## src/picb_pkg.sv

```systemverilog
// Package: register map, field layout and reset values of the posted interrupt bank
package picb_pkg;
	// ==========================================
	// Register byte offsets
	localparam logic [7:0] CLR_ANALOG_SUPPLY_OFS = 8'hDA;
	localparam logic [7:0] CLR_DIGITAL_ROWS01_OFS = 8'hDB;
	localparam logic [7:0] CLR_DIGITAL_ROW2_OFS = 8'hDC;
	localparam logic [7:0] CLR_MISC_SOURCES_OFS = 8'hDD;
	localparam logic [7:0] MASK_MISC_SOFT_OFS = 8'hDE;
	localparam logic [7:0] IRQ_STATUS_OFS = 8'hE8;
	localparam logic [7:0] IRQ_MASK_OFS = 8'hEC;
	// ==========================================
	// Field layout
	localparam int SOFT_EN_BIT = 7;
	localparam logic [7:0] ANALOG_SUPPLY_VALID = 8'h0F;
	localparam logic [7:0] ROWS01_VALID = 8'hFF;
	localparam logic [7:0] ROW2_VALID = 8'h0F;
	localparam logic [7:0] MISC_VALID = 8'h3F;
	localparam logic [7:0] MASK3_VALID = 8'hBF;
	localparam logic [3:0] EVT_VALID = 4'hF;
	// ==========================================
	// Reset values
	localparam logic [7:0] POSTED_RST = 8'h00;
	localparam logic [7:0] MASK_RST = 8'h00;
	localparam logic [3:0] EVT_RST = 4'h0;
	localparam logic [31:0] UNMAPPED_READ = 32'h00000000;
endpackage

```

## src/posted_irq_bank.sv

```systemverilog
// Posted interrupt flags, clear/force registers and misc mask with Wishbone access
// Overview of operation
// - A read of a clear register returns 1 for each source that has a posted flag, else 0.
// - Writing 0 to a clear bit with the soft enable low clears that posted flag.
// - Writing 1 with soft enable low, or 0 with it high, leaves the flag alone.
// - Writing 1 with soft enable high posts that source as though it had fired.
// - Bit 7 of the misc mask register is the soft enable: 0 selects clears, 1 software posting.
// - A misc mask bit of 0 keeps its posted source from becoming pending.
// - A misc mask bit of 1 lets its posted source become pending.
// - Masking never stops posting; it only gates posted to pending.
// - Misc mask bits 5..0 each gate their own source, and bit 6 is reserved.
// - Clear register 0 bits 3..1 are analog columns 2..0 and bit 0 the supply monitor.
// - Clear register 1 maps row 1 blocks 3,2,1,0 to bits 7..4 and row 0 to bits 3..0.
// - Clear register 2 bits 3..0 are row 2 blocks 3..0 and bits 7..4 are reserved.
// - Clear and mask register 3 share order: analog 5,4, clock, converter, serial 1,0.
`timescale 1ns/1ns
`default_nettype none
module picb_posted_irq_bank (
	input wire logic ref_clk,
	input wire logic srst,
	input wire logic wbCyc,
	input wire logic wbStb,
	input wire logic wbWe,
	input wire logic [7:0] wbAdr,
	input wire logic [3:0] wbSel,
	input wire logic [31:0] wbDatI,
	output logic [31:0] wbDatO,
	output logic wbAck,
	input wire logic [3:0] analogSupplySrc,
	input wire logic [7:0] digitalRows01Src,
	input wire logic [3:0] digitalRow2Src,
	input wire logic [5:0] miscSrc,
	output logic [5:0] miscPending,
	output logic softIrqEnable,
	output logic irq
);
	// ==========================================
	// Bus decode
	logic ackR;
	logic reqValid;
	logic wrStrobe;
	logic lane0;
	assign reqValid = wbCyc & wbStb & ~ackR;
	assign wrStrobe = reqValid & wbWe & lane0;
	assign lane0 = wbSel[0];
	logic [6:0] selHit;
	assign selHit[0] = wbAdr == picb_pkg::CLR_ANALOG_SUPPLY_OFS;
	assign selHit[1] = wbAdr == picb_pkg::CLR_DIGITAL_ROWS01_OFS;
	assign selHit[2] = wbAdr == picb_pkg::CLR_DIGITAL_ROW2_OFS;
	assign selHit[3] = wbAdr == picb_pkg::CLR_MISC_SOURCES_OFS;
	assign selHit[4] = wbAdr == picb_pkg::MASK_MISC_SOFT_OFS;
	assign selHit[5] = wbAdr == picb_pkg::IRQ_STATUS_OFS;
	assign selHit[6] = wbAdr == picb_pkg::IRQ_MASK_OFS;
	// ==========================================
	// Posted flag banks, one generate instance per clear register
	logic [7:0] postedR [4];
	logic [7:0] srcVec [4];
	logic [7:0] validVec [4];
	logic [7:0] mask3_r;
	assign srcVec[0] = {4'h0, analogSupplySrc};
	assign srcVec[1] = digitalRows01Src;
	assign srcVec[2] = {4'h0, digitalRow2Src};
	assign srcVec[3] = {2'h0, miscSrc};
	assign validVec[0] = picb_pkg::ANALOG_SUPPLY_VALID;
	assign validVec[1] = picb_pkg::ROWS01_VALID;
	assign validVec[2] = picb_pkg::ROW2_VALID;
	assign validVec[3] = picb_pkg::MISC_VALID;
	assign softIrqEnable = mask3_r[picb_pkg::SOFT_EN_BIT];
	genvar g;
	generate
		for (g = 0; g < 4; g++) begin : gBank
			logic [7:0] wrData;
			logic [7:0] clrBits;
			logic [7:0] setBits;
			logic [7:0] posted_nxt;
			logic hit;
			assign hit = wrStrobe & selHit[g];
			assign wrData = wbDatI[7:0] & validVec[g];
			// Zero writes clear only while soft enable is low
			assign clrBits = (hit & ~softIrqEnable) ? (~wbDatI[7:0] & validVec[g]) : 8'h00;
			// One writes post only while soft enable is high
			assign setBits = (hit & softIrqEnable) ? wrData : 8'h00;
			// Set wins over clear so a coincident event survives
			assign posted_nxt = ((postedR[g] & ~clrBits) | setBits | srcVec[g]) & validVec[g];
			always_ff @(posedge ref_clk) begin
				if (srst) begin
					postedR[g] <= picb_pkg::POSTED_RST;
				end else begin
					postedR[g] <= posted_nxt;
				end
			end
		end
	endgenerate
	// ==========================================
	// Misc mask and pending gate
	logic [7:0] mask3_nxt;
	// Reserved bit 6 never stores, so it reads zero whatever software writes
	assign mask3_nxt = (wrStrobe & selHit[4]) ? (wbDatI[7:0] & picb_pkg::MASK3_VALID) : mask3_r;
	// Pending needs both the posted flag and an unmask bit
	assign miscPending = postedR[3][5:0] & mask3_r[5:0];
	always_ff @(posedge ref_clk) begin
		if (srst) begin
			mask3_r <= picb_pkg::MASK_RST;
		end else begin
			mask3_r <= mask3_nxt;
		end
	end
	// ==========================================
	// Interrupt status: bit n sets when bank n has any posted flag
	logic [3:0] evtStat_r;
	logic [3:0] evtMask_r;
	logic [3:0] evtRaise;
	logic [3:0] evtStat_nxt;
	logic [3:0] evtMask_nxt;
	generate
		for (g = 0; g < 4; g++) begin : gEvt
			assign evtRaise[g] = |postedR[g];
		end
	endgenerate
	// Write one to clear, but a raise in the same cycle wins
	assign evtStat_nxt = (wrStrobe & selHit[5]) ? ((evtStat_r & ~wbDatI[3:0]) | evtRaise) :
		(evtStat_r | evtRaise);
	assign evtMask_nxt = (wrStrobe & selHit[6]) ? (wbDatI[3:0] & picb_pkg::EVT_VALID) : evtMask_r;
	assign irq = |(evtStat_r & evtMask_r);
	always_ff @(posedge ref_clk) begin
		if (srst) begin
			evtStat_r <= picb_pkg::EVT_RST;
			evtMask_r <= picb_pkg::EVT_RST;
		end else begin
			evtStat_r <= evtStat_nxt;
			evtMask_r <= evtMask_nxt;
		end
	end
	// ==========================================
	// Read mux and ack; registered ack and data one cycle after the request, unmapped reads return zero
	logic [31:0] rdMux;
	assign rdMux = selHit[0] ? {24'h000000, postedR[0]} :
		selHit[1] ? {24'h000000, postedR[1]} :
		selHit[2] ? {24'h000000, postedR[2]} :
		selHit[3] ? {24'h000000, postedR[3]} :
		selHit[4] ? {24'h000000, mask3_r} :
		selHit[5] ? {28'h0000000, evtStat_r} :
		selHit[6] ? {28'h0000000, evtMask_r} : picb_pkg::UNMAPPED_READ;
	always_ff @(posedge ref_clk) begin
		if (srst) begin
			ackR <= 1'b0;
			wbDatO <= picb_pkg::UNMAPPED_READ;
		end else begin
			ackR <= reqValid;
			wbDatO <= reqValid ? rdMux : wbDatO;
		end
	end
	assign wbAck = ackR;
endmodule
`default_nettype wire

```

## config.mk

```make
export PLATFORM = sky130hd
export DESIGN_NAME = picb_posted_irq_bank
export DESIGN_NICKNAME = d
export VERILOG_FILES = /design/src/picb_pkg.sv /design/src/posted_irq_bank.sv
export SDC_FILE = /design/constraint.sdc
export NUM_CORES = 1
export LEC_CHECK = 0
export ABC_CLOCK_PERIOD_IN_PS = 2450
export BUFFER_PORTS_ARGS = -buffer_cell sky130_fd_sc_hd__buf_2
export CELL_PAD_IN_SITES_DETAIL_PLACEMENT = 1
export CELL_PAD_IN_SITES_GLOBAL_PLACEMENT = 2
export CORE_ASPECT_RATIO = 1.1
export CORE_MARGIN = 3
export CORE_UTILIZATION = 26
export CTS_CLUSTER_SIZE = 28
export DETAILED_ROUTE_END_ITERATION = 7
export GPL_TIMING_DRIVEN = 0
export HOLD_SLACK_MARGIN = 0.02
export PLACE_DENSITY_LB_ADDON = 0.08
export SLEW_MARGIN = 10
export SYNTH_ARGS = -nofsm -noshare
export SYNTH_HDL_FRONTEND = slang
export SYNTH_SLANG_ARGS = --single-unit
```

## constraint.sdc

```tcl
create_clock -name ref_clk -period 2.45 [get_ports ref_clk]
set_input_delay 0.49 -clock ref_clk [delete_from_list [all_inputs] [get_ports ref_clk]]
set_output_delay 0.49 -clock ref_clk [all_outputs]
set_load 0.05 [all_outputs]
```

======== Yosys cells after proc, flatten, opt, wreduce, memory -nomap -nowiden ========
Memory sizes are Yosys's and may differ from the RTL's.
Cells that the tools add are included.
cells by class
  bitwise gates (word level) .............. 48
  muxes and demuxes ....................... 23
  equality and inequality tests ........... 7
  reduce and logical (&&, ||, !) cells .... 5
operator list
  operator                                    count
  two-way mux 8 bit                           11
  equality test 8 bit, second input constant  7
  OR reduction 8 bit                          4
  two-way mux 4 bit                           7
  bitwise OR 4 bit                            6
  AND 1 bit                                   19
  AND 4 bit                                   4
  inverter 8 bit                              2
  bitwise OR 8 bit                            2
  AND 6 bit                                   2
  two-way mux 6 bit                           2
  inverter 4 bit                              3
  bitwise OR 6 bit                            2
  AND 8 bit                                   1
  inverter 6 bit                              1
  bitwise OR 1 bit                            4
  OR reduction 4 bit                          1
  two-way mux 1 bit                           3
  inverter 1 bit                              2
storage, ports and cells
  flip-flop bits (word level) ............. 48
  bits in writable memories ............... 32
  memories kept ........................... 1
  bits of input ports ..................... 71
  output and inout bits ................... 41
  word-level logic and storage cells ...... 89
memories
  memory   words  bits a word  read ports  clocked after memory_dff  write ports  line                   text
  postedR  4      8            4           0                         4            posted_irq_bank.sv:56  logic [7:0] postedR [4];

======== Logic depth before layout (Yosys ltp) ========
Gate-level depths: netlist of run 1.
  depth in word-level cells ............... 12
  gate-level depth with buffers ........... 6
  depth with buffers taken out ............ 4

======== Worst setup path before layout of run 1 ========
OpenSTA, ideal clock, no wires.
  kind .................................... input port to flip-flop
  from .................................... input wbAdr[1]
  to ...................................... register evtStat_r[1]
  stages .................................. 5
  required time ........................... 2.318 ns
  slack ................................... 0.397 ns
  library setup time ...................... 0.132 ns
  data arrival time ....................... 1.921 ns
  path buffers ............................ 1
  path through ............................ or4b_4 or4_4 buf_6 o31ai_2 a31oi_1
between the ends
  word-level cells in the longest chain between the ends .. 3
ends and longest elaborated chain
  item                  line                    text
  start, declared       posted_irq_bank.sv:24   input wire logic [7:0] wbAdr,
  equality test 8 bit   posted_irq_bank.sv:52   assign selHit[5] = wbAdr == picb_pkg::IRQ_STATUS_OFS;
  AND 1 bit             posted_irq_bank.sv:121  assign evtStat_nxt = (wrStrobe & selHit[5]) ? ((evtStat_r & ~wbDatI[3:0]) | evtRaise) :
  two-way mux 4 bit     posted_irq_bank.sv:121
  end signal, assigned  posted_irq_bank.sv:127  evtStat_r <= picb_pkg::EVT_RST;
  end signal, assigned  posted_irq_bank.sv:130  evtStat_r <= evtStat_nxt;
  end, declared         posted_irq_bank.sv:110  logic [3:0] evtStat_r;
Every way passes these cells.
A chain may end at the register's enable or synchronous reset.

==> run metrics, run 1 <==
HP Start wbDatI[7]; Row Count 38; IO Port Bufs 59; setup bufs post-CTS 0; CTS tree built; worst hold path class input pin to flip-flop; Crit Path Max Fanout 9; Avg WL per Cell 19.29 um; worst hold path depth 3; final setup fails 0; Pre-antenna DRT Iters 4; Mapped Cells 326; mean post-synth cell area 8.148 um2; post-DP HPWL 7.914 mm; crit path time final 2.223 ns; worst vdd ir 0.0001901 V; Post-CTS Resized 0; PwrDens 522.2 nW/um2; met3 WL 315 um; top post-synthesis cells by area dfxtp_1 35%, a211oi_1 8.8%, buf_4 6.8%; largest net degree at the start of global routing 15; synth cell count leaders 46 x dfxtp_1, 39 x nor2_1, 31 x a211oi_1; Cell Chain, Critical Path and3b_1, clkbuf_1, nand3_1, or3_1, a221oi_1; critical path type flip-flop to flip-flop; Worst Path Buf+Inv 1; Slew headroom 0.4697; CP arrival 2.44 ns; Setup WS post-layout 0.2265 ns; # diodes 0; Routed WL 10.34 mm; H-tree levels 2; ANT nets after route 0; Seq/Total Area, Yosys 0.3467; dominant synthesized flop cell dfxtp_1; worst clock skew 0.01243 ns; Highest Clock Rate 449.7 MHz; CTS Sinks 46; die width 102.4 um; CP Capture Type flip-flop; final RePlAce weighted congestion 0.8084; met2 WL 5.037 mm; crit-path max cell delay 0.56 ns; number of synthesized flops with an enable pin 0; Post-synth ARST share 0; status completed; initial antenna violation count 0; Initial Util 0.2673; Cell variety after synth 46; DP Worst Slack -0.05811 ns; total negative slack 0 ns; clk root buf clkbuf_8; Vias/cell 5.213; GR Overflow Total 0; area fraction of the dominant cell type after synthesis 0.3467; total CTS buffers 5; worst r2r path cells 5; Die ar. 11470 um2; final hold violations 0; first-pass GRT wire length 16.15 mm; Top Metal Used met4; fillers 1239; leakage dissipation 0.001315 uW; delay-heaviest family, CP simple AND/OR/NAND/NOR gates; Yosys top cell by area dfxtp_1; YS warnings 0; period utilization 0.9075; most frequent cell after synthesis dfxtp_1; Slowest cell on crit path or3_1; hold_buf cts 0; clk_lat worst skew 0.31 ns; Clock Path Buffers 2; hold worst-path end mask3_r[7]$_SDFFE_PP0P_; vias in the first global route 2903; share of layout cells above drive strength 1 0.2548; DRC 0; Detailed Route Iter0 Violations 53; M1 WL 4.823 mm; Synth Register Bits 46; Critical Path RT 2.67 ns; area grow syn2layout 23.79%; mapped cell area 2656 um2; Worst Max-Slew Pin Slew 0.7911 ns; RR Startpoint wbAck$_SDFF_PP0_; aggregate global-route resource usage 0.1845; Worst setup SP type flip-flop; maxcap violations 0; Clk pin slew, worst setup/hold paths 0.11 ns; capturing point of the worst reg2reg path postedR[2][0]$_SDFF_PP0_; RSZ-0062 raised after global routing false; max-slew violations 0; Die H 112.0 um; I/O pins 112; core area 9937 um2; via count 2794; R2R setup slack 0.23 ns; nets@finish 486
[worst reg2reg max path, stage by stage (launching register included)]
cell and delay [ns]:
dfxtp_1 0.38, and3b_1 0.22, clkbuf_1 0.26, nand3_1 0.42, or3_1 0.57, a221oi_1 0.29
[worst max-delay path by stage]
stage                      from                        to  slack, ns  cells past startpoint
2_1_floorplan          wbAdr[1]   evtStat_r[1]$_SDFF_PP0_       0.40                      5
6_report       wbAck$_SDFF_PP0_  postedR[2][0]$_SDFF_PP0_       0.23                      5
3_3_place_gp           wbAdr[5]    wbDatO[2]$_SDFFE_PP0N_      -0.13                      5
4_1_cts        wbAck$_SDFF_PP0_  postedR[2][0]$_SDFF_PP0_       0.21                      5
5_1_grt        wbAck$_SDFF_PP0_  postedR[2][0]$_SDFF_PP0_       0.03                      5
3_5_place_dp           wbAdr[0]  postedR[1][7]$_SDFF_PP0_      -0.06                      6
[metrics by stage]
stage                     hold WS (ns)  instance area (um2)  utilization  std cells  power, uW
after floorplan                 0.4591                 2743            -        349       1080
after global placement          0.4476                 3188       0.3208        528       1198
after detailed placement        0.4550                 3193       0.3213        528       1204
after CTS                       0.4444                 3288       0.3309        536       1731
after global routing            0.4528                 3288       0.3309        536       1799
final                           0.4498                 3288       0.3309        536       1717
[area by class of cell]
cell class	instances	area (um2)	share of cell area
plain buffers	38	241.5	0.07344
clock buffers	6	82.58	0.02511
clock inverters	2	12.51	0.003805
inverters	7	26.28	0.007991
multi-input cells	258	1559	0.4741
flip-flops and latches	46	920.9	0.2801
well taps	120	150.1	0.04566
repair buffers	59	295.3	0.08980
[cells in the final DEF, fill, tap and decap left out, types with 2 or more instances in the layout]
cell and n:
nand2_1 7, clkbuf_8 6, and2_1 6, nor3_1 4
clkbuf_1 9, or3_1 4, dfxtp_1 46, nor2b_1 5
a211oi_1 31, a22oi_1 5, and4_1 3, a31oi_1 7
a21oi_1 14, or4_4 2, conb_1 24, inv_1 7
buf_2 60, nand4_1 4, a22o_1 2, o31ai_2 4
nand3_1 22, buf_1 3, a221oi_1 8, mux2_2 2
buf_4 24, nand2b_1 5, nor2_1 39, mux2i_1 8
nand3b_1 2, o22ai_1 4, nor4_1 8, o21ai_0 23
[state kept, by name (all words and copies together) (netlist names)]
register / cells
evtMask_r: 4
evtStat_r: 4
mask3_r: 7
postedR: 22
wbAck: 1
wbDatO: 8
[metal layers]
| layer | global-route usage | up-vias |
|---|---|---|
| met5 | 0 | - |
| met4 | 0.05074 | 0 |
| met3 | 0.02486 | 10 |
| met2 | 0.3078 | 62 |
| met1 | 0.2484 | 1361 |
| li1 | - | 1361 |
[kinds of logic after synthesis]
family	after synthesis	synth area share
mux	10	0.03863
compound gates	104	0.2685
simple gates	120	0.2440
other cells	1	0.001412
buf+inv	45	0.1008
flops	46	0.3467
[power by group]
group	total (uW)	switching (uW)	internal [uW]
sequential	832	47.2	785
clock	530	302	228
combinational	355	232	123
total	1720	581	1140
(Power assumes the default switching activity.)
==> run 2: changes to the inputs <==
ABC_CLOCK_PERIOD_IN_PS = 1900   (was 2450)
CORE_UTILIZATION = 24   (was 26)
clock period = 1.9 ns   (was 2.45 ns; I/O delays follow)
==> run 2 against run 1 <==
Worst hold slack worse by 0.092 ns; first-iteration DRC count is 40% higher; sequential share of layout area fell by 1.3 points; register-to-register slack got worse by 0.097 ns; global-route usage down 0.92 points; non-clock buffer count stayed put; count of clock-buffer cells in the layout stayed put; utilization is 0.48 points lower; critical path type is now input pin to flip-flop.
==> run metrics, run 2 (same netlist as run 1, synthesis figures left out) <==
H-tree levels 2; Die ar. 12370 um2; top flop regs postedR: 22 flops, wbDatO: 8 flops, mask3_r: 7 flops; area grow syn2layout 30.00%; met1 Use GR 0.2280; # diodes 0; Routed WL 10.60 mm; clk_lat worst skew 0.29 ns; leakage dissipation 0.001366 uW; CTS Sinks 46; status completed; max-slew violations 0; nets@finish 486; worst vdd ir 0.0003679 V; clk root buf clkbuf_16; delay-heaviest family, CP simple AND/OR/NAND/NOR gates; CP Capture Type flip-flop; Post-DP Area 3222 um2; Clk pin slew, worst setup/hold paths 0.07 ns; Top reg by flops postedR; Clock Path Buffers 2; Highest Clock Rate 540.9 MHz; die width 106.3 um; Avg WL per Cell 19.00 um; PwrDens 751.8 nW/um2; Finished Layout Cells 558; GR Util met3 0.02875; Vias/cell 5.029; GR peak layer met2; largest net degree at the start of global routing 14; crit path time final 1.849 ns; worst hold path class input pin to flip-flop; most common cell after layout, fill and taps aside buf_2; total CTS buffers 5; core area 10590 um2; share of layout cells above drive strength 1 0.2819; Slowest cell on crit path or4b_4; Pre-antenna DRT Iters 4; via count 2806; Critical Path RT 2.05 ns; worst clock skew 0.004422 ns; first-pass GRT wire length 16.64 mm; Worst Max-Slew Pin Slew 0.8278 ns; Worst Path Buf+Inv 2; Row Count 39; CP arrival 2.00 ns; period utilization 0.9730; leading cell types in the layout, fill and taps excluded 61 x buf_2, 46 x dfxtp_1, 38 x nor2_1, 31 x a211oi_1, 25 x buf_4; dpl cells 551; Detailed Route Iter0 Violations 74; Slew headroom 0.4451; Initial Util 0.2509; GR Overflow Total 0; Worst setup SP type input pin; DRC 0; final setup fails 0; I/O pins 112; Crit Path Max Fanout 8; final RePlAce weighted congestion 0.7924; grt met2 use 0.3071; Multi-input gate area 1614 um2; Cell Chain, Critical Path buf_2, or4b_4, or4_4, buf_6, o31ai_2, a31oi_1; vias in the first global route 2931; maxcap violations 0; post-DP HPWL 8.125 mm; number of flip-flops in the largest register 22; aggregate global-route resource usage 0.1753; hold_buf cts 0; sequential cell area 920.9 um2; CTS tree built; RSZ-0062 raised after global routing true; fillers 1323; ANT nets after route 0; final instance area 3453 um2; Die H 116.3 um; final hold violations 0; critical path type input pin to flip-flop; IO Port Bufs 59; initial antenna violation count 0; crit-path max cell delay 0.59 ns
## run 2: cell count changes in the layout (fill, tap and decap cells not counted), moves of 2 or more
cell / before / now
buf_1: 3 / 1
clkbuf_1: 9 / 7
clkbuf_16: 0 / 5
clkbuf_2: 0 / 2
clkbuf_8: 6 / 1
nand3_1: 22 / 20
nand3_4: 0 / 2
nor4_1: 8 / 6
nor4_2: 0 / 2
## run 2: final timing paths
kind,start,to,slack [ns],cells past startpoint
min,wbDatI[4],mask3_r[4]$_SDFFE_PP0P_,0.36,3
min reg2reg,wbDatO[6]$_SDFFE_PP0N_,wbDatO[6]$_SDFFE_PP0N_,0.46,2
max,wbAdr[4],evtStat_r[3]$_SDFF_PP0_,0.05,6
max reg2reg,wbAck$_SDFF_PP0_,postedR[2][2]$_SDFF_PP0_,0.13,4
## run 2: timing repair
| action | in CTS | in global routing |
|---|---|---|
| setup buffers | 1 | 0 |
| cloned | 0 | 0 |
| setup endpoints to repair | 22 | 25 |
| gates resized for setup | 5 | 10 |
| pin swaps | 1 | 0 |
| endpoints found under the hold margin | 0 | 0 |
## run 2: final cells by class
class / instances / share of cell area
Buffer: 37 / 0.06993
Clock buffer: 6 / 0.04022
Clock inverter: 1 / 0.008696
Inverter: 7 / 0.007609
Multi-Input combinational cell: 258 / 0.4674
Sequential cell: 46 / 0.2667
Tap cell: 143 / 0.05181
Timing Repair Buffer: 60 / 0.08768
## run 2: per-stage QoR
stage / power [uW] / TNS (ns) / hold WS (ns) / setup WS [ns] / utilization
after floorplan: 1393 / 0 / 0.4591 / 0.006818 / -
after global placement: 1547 / -15.61 / 0.4456 / -0.5711 / 0.3038
after detailed placement: 1555 / -12.55 / 0.4534 / -0.5462 / 0.3043
after CTS: 2611 / 0 / 0.3598 / 0.01124 / 0.3223
after global routing: 2702 / -0.006609 / 0.3656 / -0.006609 / 0.3261
final: 2596 / 0 / 0.3580 / 0.05127 / 0.3261
## run 2: routing by layer
metal | part of all wire | routed length (um)
met1 | 0.46 | 4898
met2 | 0.49 | 5154
met3 | 0.034 | 362
met4 | 0.018 | 186
met5 | 0 | 0
## run 2: worst reg2reg max path, cell delays in order (launching register included)
cell and delay [ns]:
dfxtp_1 0.39, and3b_2 0.38, nand3_4 0.18, or3_1 0.46
a221oi_1 0.27
## run 2: where the power goes
part | internal [uW] | total [uW] | switching [uW]
combinational | 160 | 465 | 305
sequential | 1010 | 1070 | 61.4
clock | 651 | 1060 | 407
==> run 3: changes to the inputs <==
PLACE_DENSITY = 0.86   (was default)
PLACE_DENSITY_LB_ADDON = default   (was 0.08)
==> run 3 against run 2 <==
Count of clock-buffer cells in the layout is the same; final cell count up 0.18%; largest power group unchanged; global-route usage fell by 1.1 points; combinational power hardly changed; clock skew about the same; critical endpoint is now evtStat_r[1]$_SDFF_PP0_; critical path type unchanged; critical path depth is the same; first-iteration DRC count grew 110%; register-to-register slack improved by 0.03 ns; maximum frequency up 0.36%; non-clock buffer count unchanged; highest routed layer unchanged.
==> run metrics, run 3 (same netlist as run 1, synthesis figures left out) <==
Setup crit start wbAdr[4]; PwrDens 741.7 nW/um2; total CTS buffers 5; Top reg by flops postedR; Initial Util 0.2509; final instance area 3441 um2; most common cell after layout, fill and taps aside buf_2; worst clock skew 0.004671 ns; RR Startpoint wbAck$_SDFF_PP0_; CTS tree built; die width 106.3 um; I/O pins 112; Clk pin slew, worst setup/hold paths 0.07 ns; Detailed Route Iter0 Violations 155; via count 2855; power share of the clock group 0.397; crit-path max cell delay 0.58 ns; Multi-input gate area 1607 um2; initial antenna violation count 0; status completed; leakage dissipation 0.001357 uW; internal power 1794 uW; period utilization 0.9696; Net Switching 757.8 uW; sequential cell area 920.9 um2; IO Port Bufs 59; CP arrival 1.99 ns; first-pass GRT wire length 16.02 mm; number of flip-flops in the largest register 22; CTS Sinks 46; Slew headroom 0.4717; Die H 116.3 um; Worst Max-Slew Pin Slew 0.7881 ns; ANT nets after route 0; HP Start wbDatI[7]; Seq pwr share 0.421; leading cell types in the layout, fill and taps excluded 61 x buf_2, 46 x dfxtp_1, 38 x nor2_1, 31 x a211oi_1, 25 x buf_4; Slowest cell on crit path or4b_4; maxcap violations 0; GR peak layer met2; nets@finish 486; aggregate global-route resource usage 0.1647; post-DP HPWL 7.813 mm; area grow syn2layout 29.53%; Worst setup SP type input pin; clk root buf clkbuf_16; post-layout util 0.3249; Post-DP Area 3217 um2; crit path time final 1.842 ns; Clock Path Buffers 2; Comb power frac 0.182; CP Capture Type flip-flop; Crit Path Max Fanout 8; Highest Clock Rate 542.8 MHz; worst vdd ir 0.0002972 V; critical path type input pin to flip-flop; final hold violations 0; Pre-antenna DRT Iters 4; Die ar. 12370 um2; clk_lat worst skew 0.29 ns; largest net degree at the start of global routing 15; max-slew violations 0; H-tree levels 2; worst hold path class input pin to flip-flop; core area 10590 um2; switching fraction of total power 0.2969; GR Util met3 0.02709; hold_buf cts 0; # diodes 0; GR Overflow Total 0; Avg WL per Cell 18.19 um; fillers 1317; Cell Chain, Critical Path buf_2, or4b_4, or4_4, buf_6, o31ai_2, a31oi_1; top flop regs postedR: 22 flops, wbDatO: 8 flops, mask3_r: 7 flops; share of layout cells above drive strength 1 0.2788; final RePlAce weighted congestion 0.9100; Critical Path RT 2.05 ns; vias in the first global route 3054; met1 Use GR 0.2011; Routed WL 10.17 mm; Vias/cell 5.107; grt met2 use 0.2936; Row Count 39; final setup fails 0; DRC 0
==> run 3: cell types whose count changed in the layout (fill, tap and decap cells not counted), sizes merged <==
| cell | change |
|---|---|
| buf | +1 |
| clkbuf | -1 |
| clkinvlp | +1 |
==> run 3: worst max-delay path, delay by kind of cell <==
kind | cells | cell delay (ns)
AO/OA/AOI/OAI | 2 | 0.32
buffers and inverters | 2 | 0.28
AND/OR/NAND/NOR | 2 | 1.01
==> run 3: power groups by stage <==
stage	combinational (uW)	clock [uW]	sequential, uW
2_1_floorplan	312	0	1080
3_3_place_gp	440	0	1090
3_5_place_dp	451	0	1100
4_1_cts	455	1030	1070
5_1_grt	502	1070	1080
6_report	463	1010	1080
==> run 3: area by class of cell <==
class	instances	share of cell area
multi-input cells	258	0.4669
flip-flops and latches	46	0.2676
repair buffers	60	0.08800
plain buffers	37	0.06945
well taps	143	0.05200
clock buffers	6	0.03745
clock inverters	2	0.01091
inverters	7	0.007636
==> run 3: final timing paths <==
| kind | end | slack [ns] | cells past startpoint |
|---|---|---|---|
| setup / recovery | evtStat_r[1]$_SDFF_PP0_ | 0.06 | 6 |
| hold / removal | mask3_r[7]$_SDFFE_PP0P_ | 0.36 | 3 |
| setup reg to reg | postedR[2][1]$_SDFF_PP0_ | 0.16 | 4 |
| hold reg to reg | wbDatO[6]$_SDFFE_PP0N_ | 0.46 | 2 |
==> run 3: layer usage <==
layer  share of wire  wire, um
met2            0.49      4972
met1            0.44      4524
met5               0         0
met4           0.022       223
met3           0.044       449
==> run 3: per-stage QoR <==
stage	total power (uW)	std cells	setup slack, ns	setup TNS, ns	hold slack (ns)
6_report	2552	559	0.05783	0	0.3558
5_1_grt	2651	559	-0.0001330	-0.0001330	0.3799
4_1_cts	2561	559	0.02660	0	0.3574
3_5_place_dp	1546	551	-0.5344	-12.69	0.4552
3_3_place_gp	1532	551	-0.4758	-10.33	0.4455
2_1_floorplan	1393	349	0.006818	0	0.4591
==> run 3: what timing repair did <==
item / CTS / global route
endpoints found under the hold margin: 0 / 0
buffers inserted: 1 / 0
gates resized for setup: 6 / 6
pin swaps: 1 / 0
endpoints found under the setup margin: 28 / 15
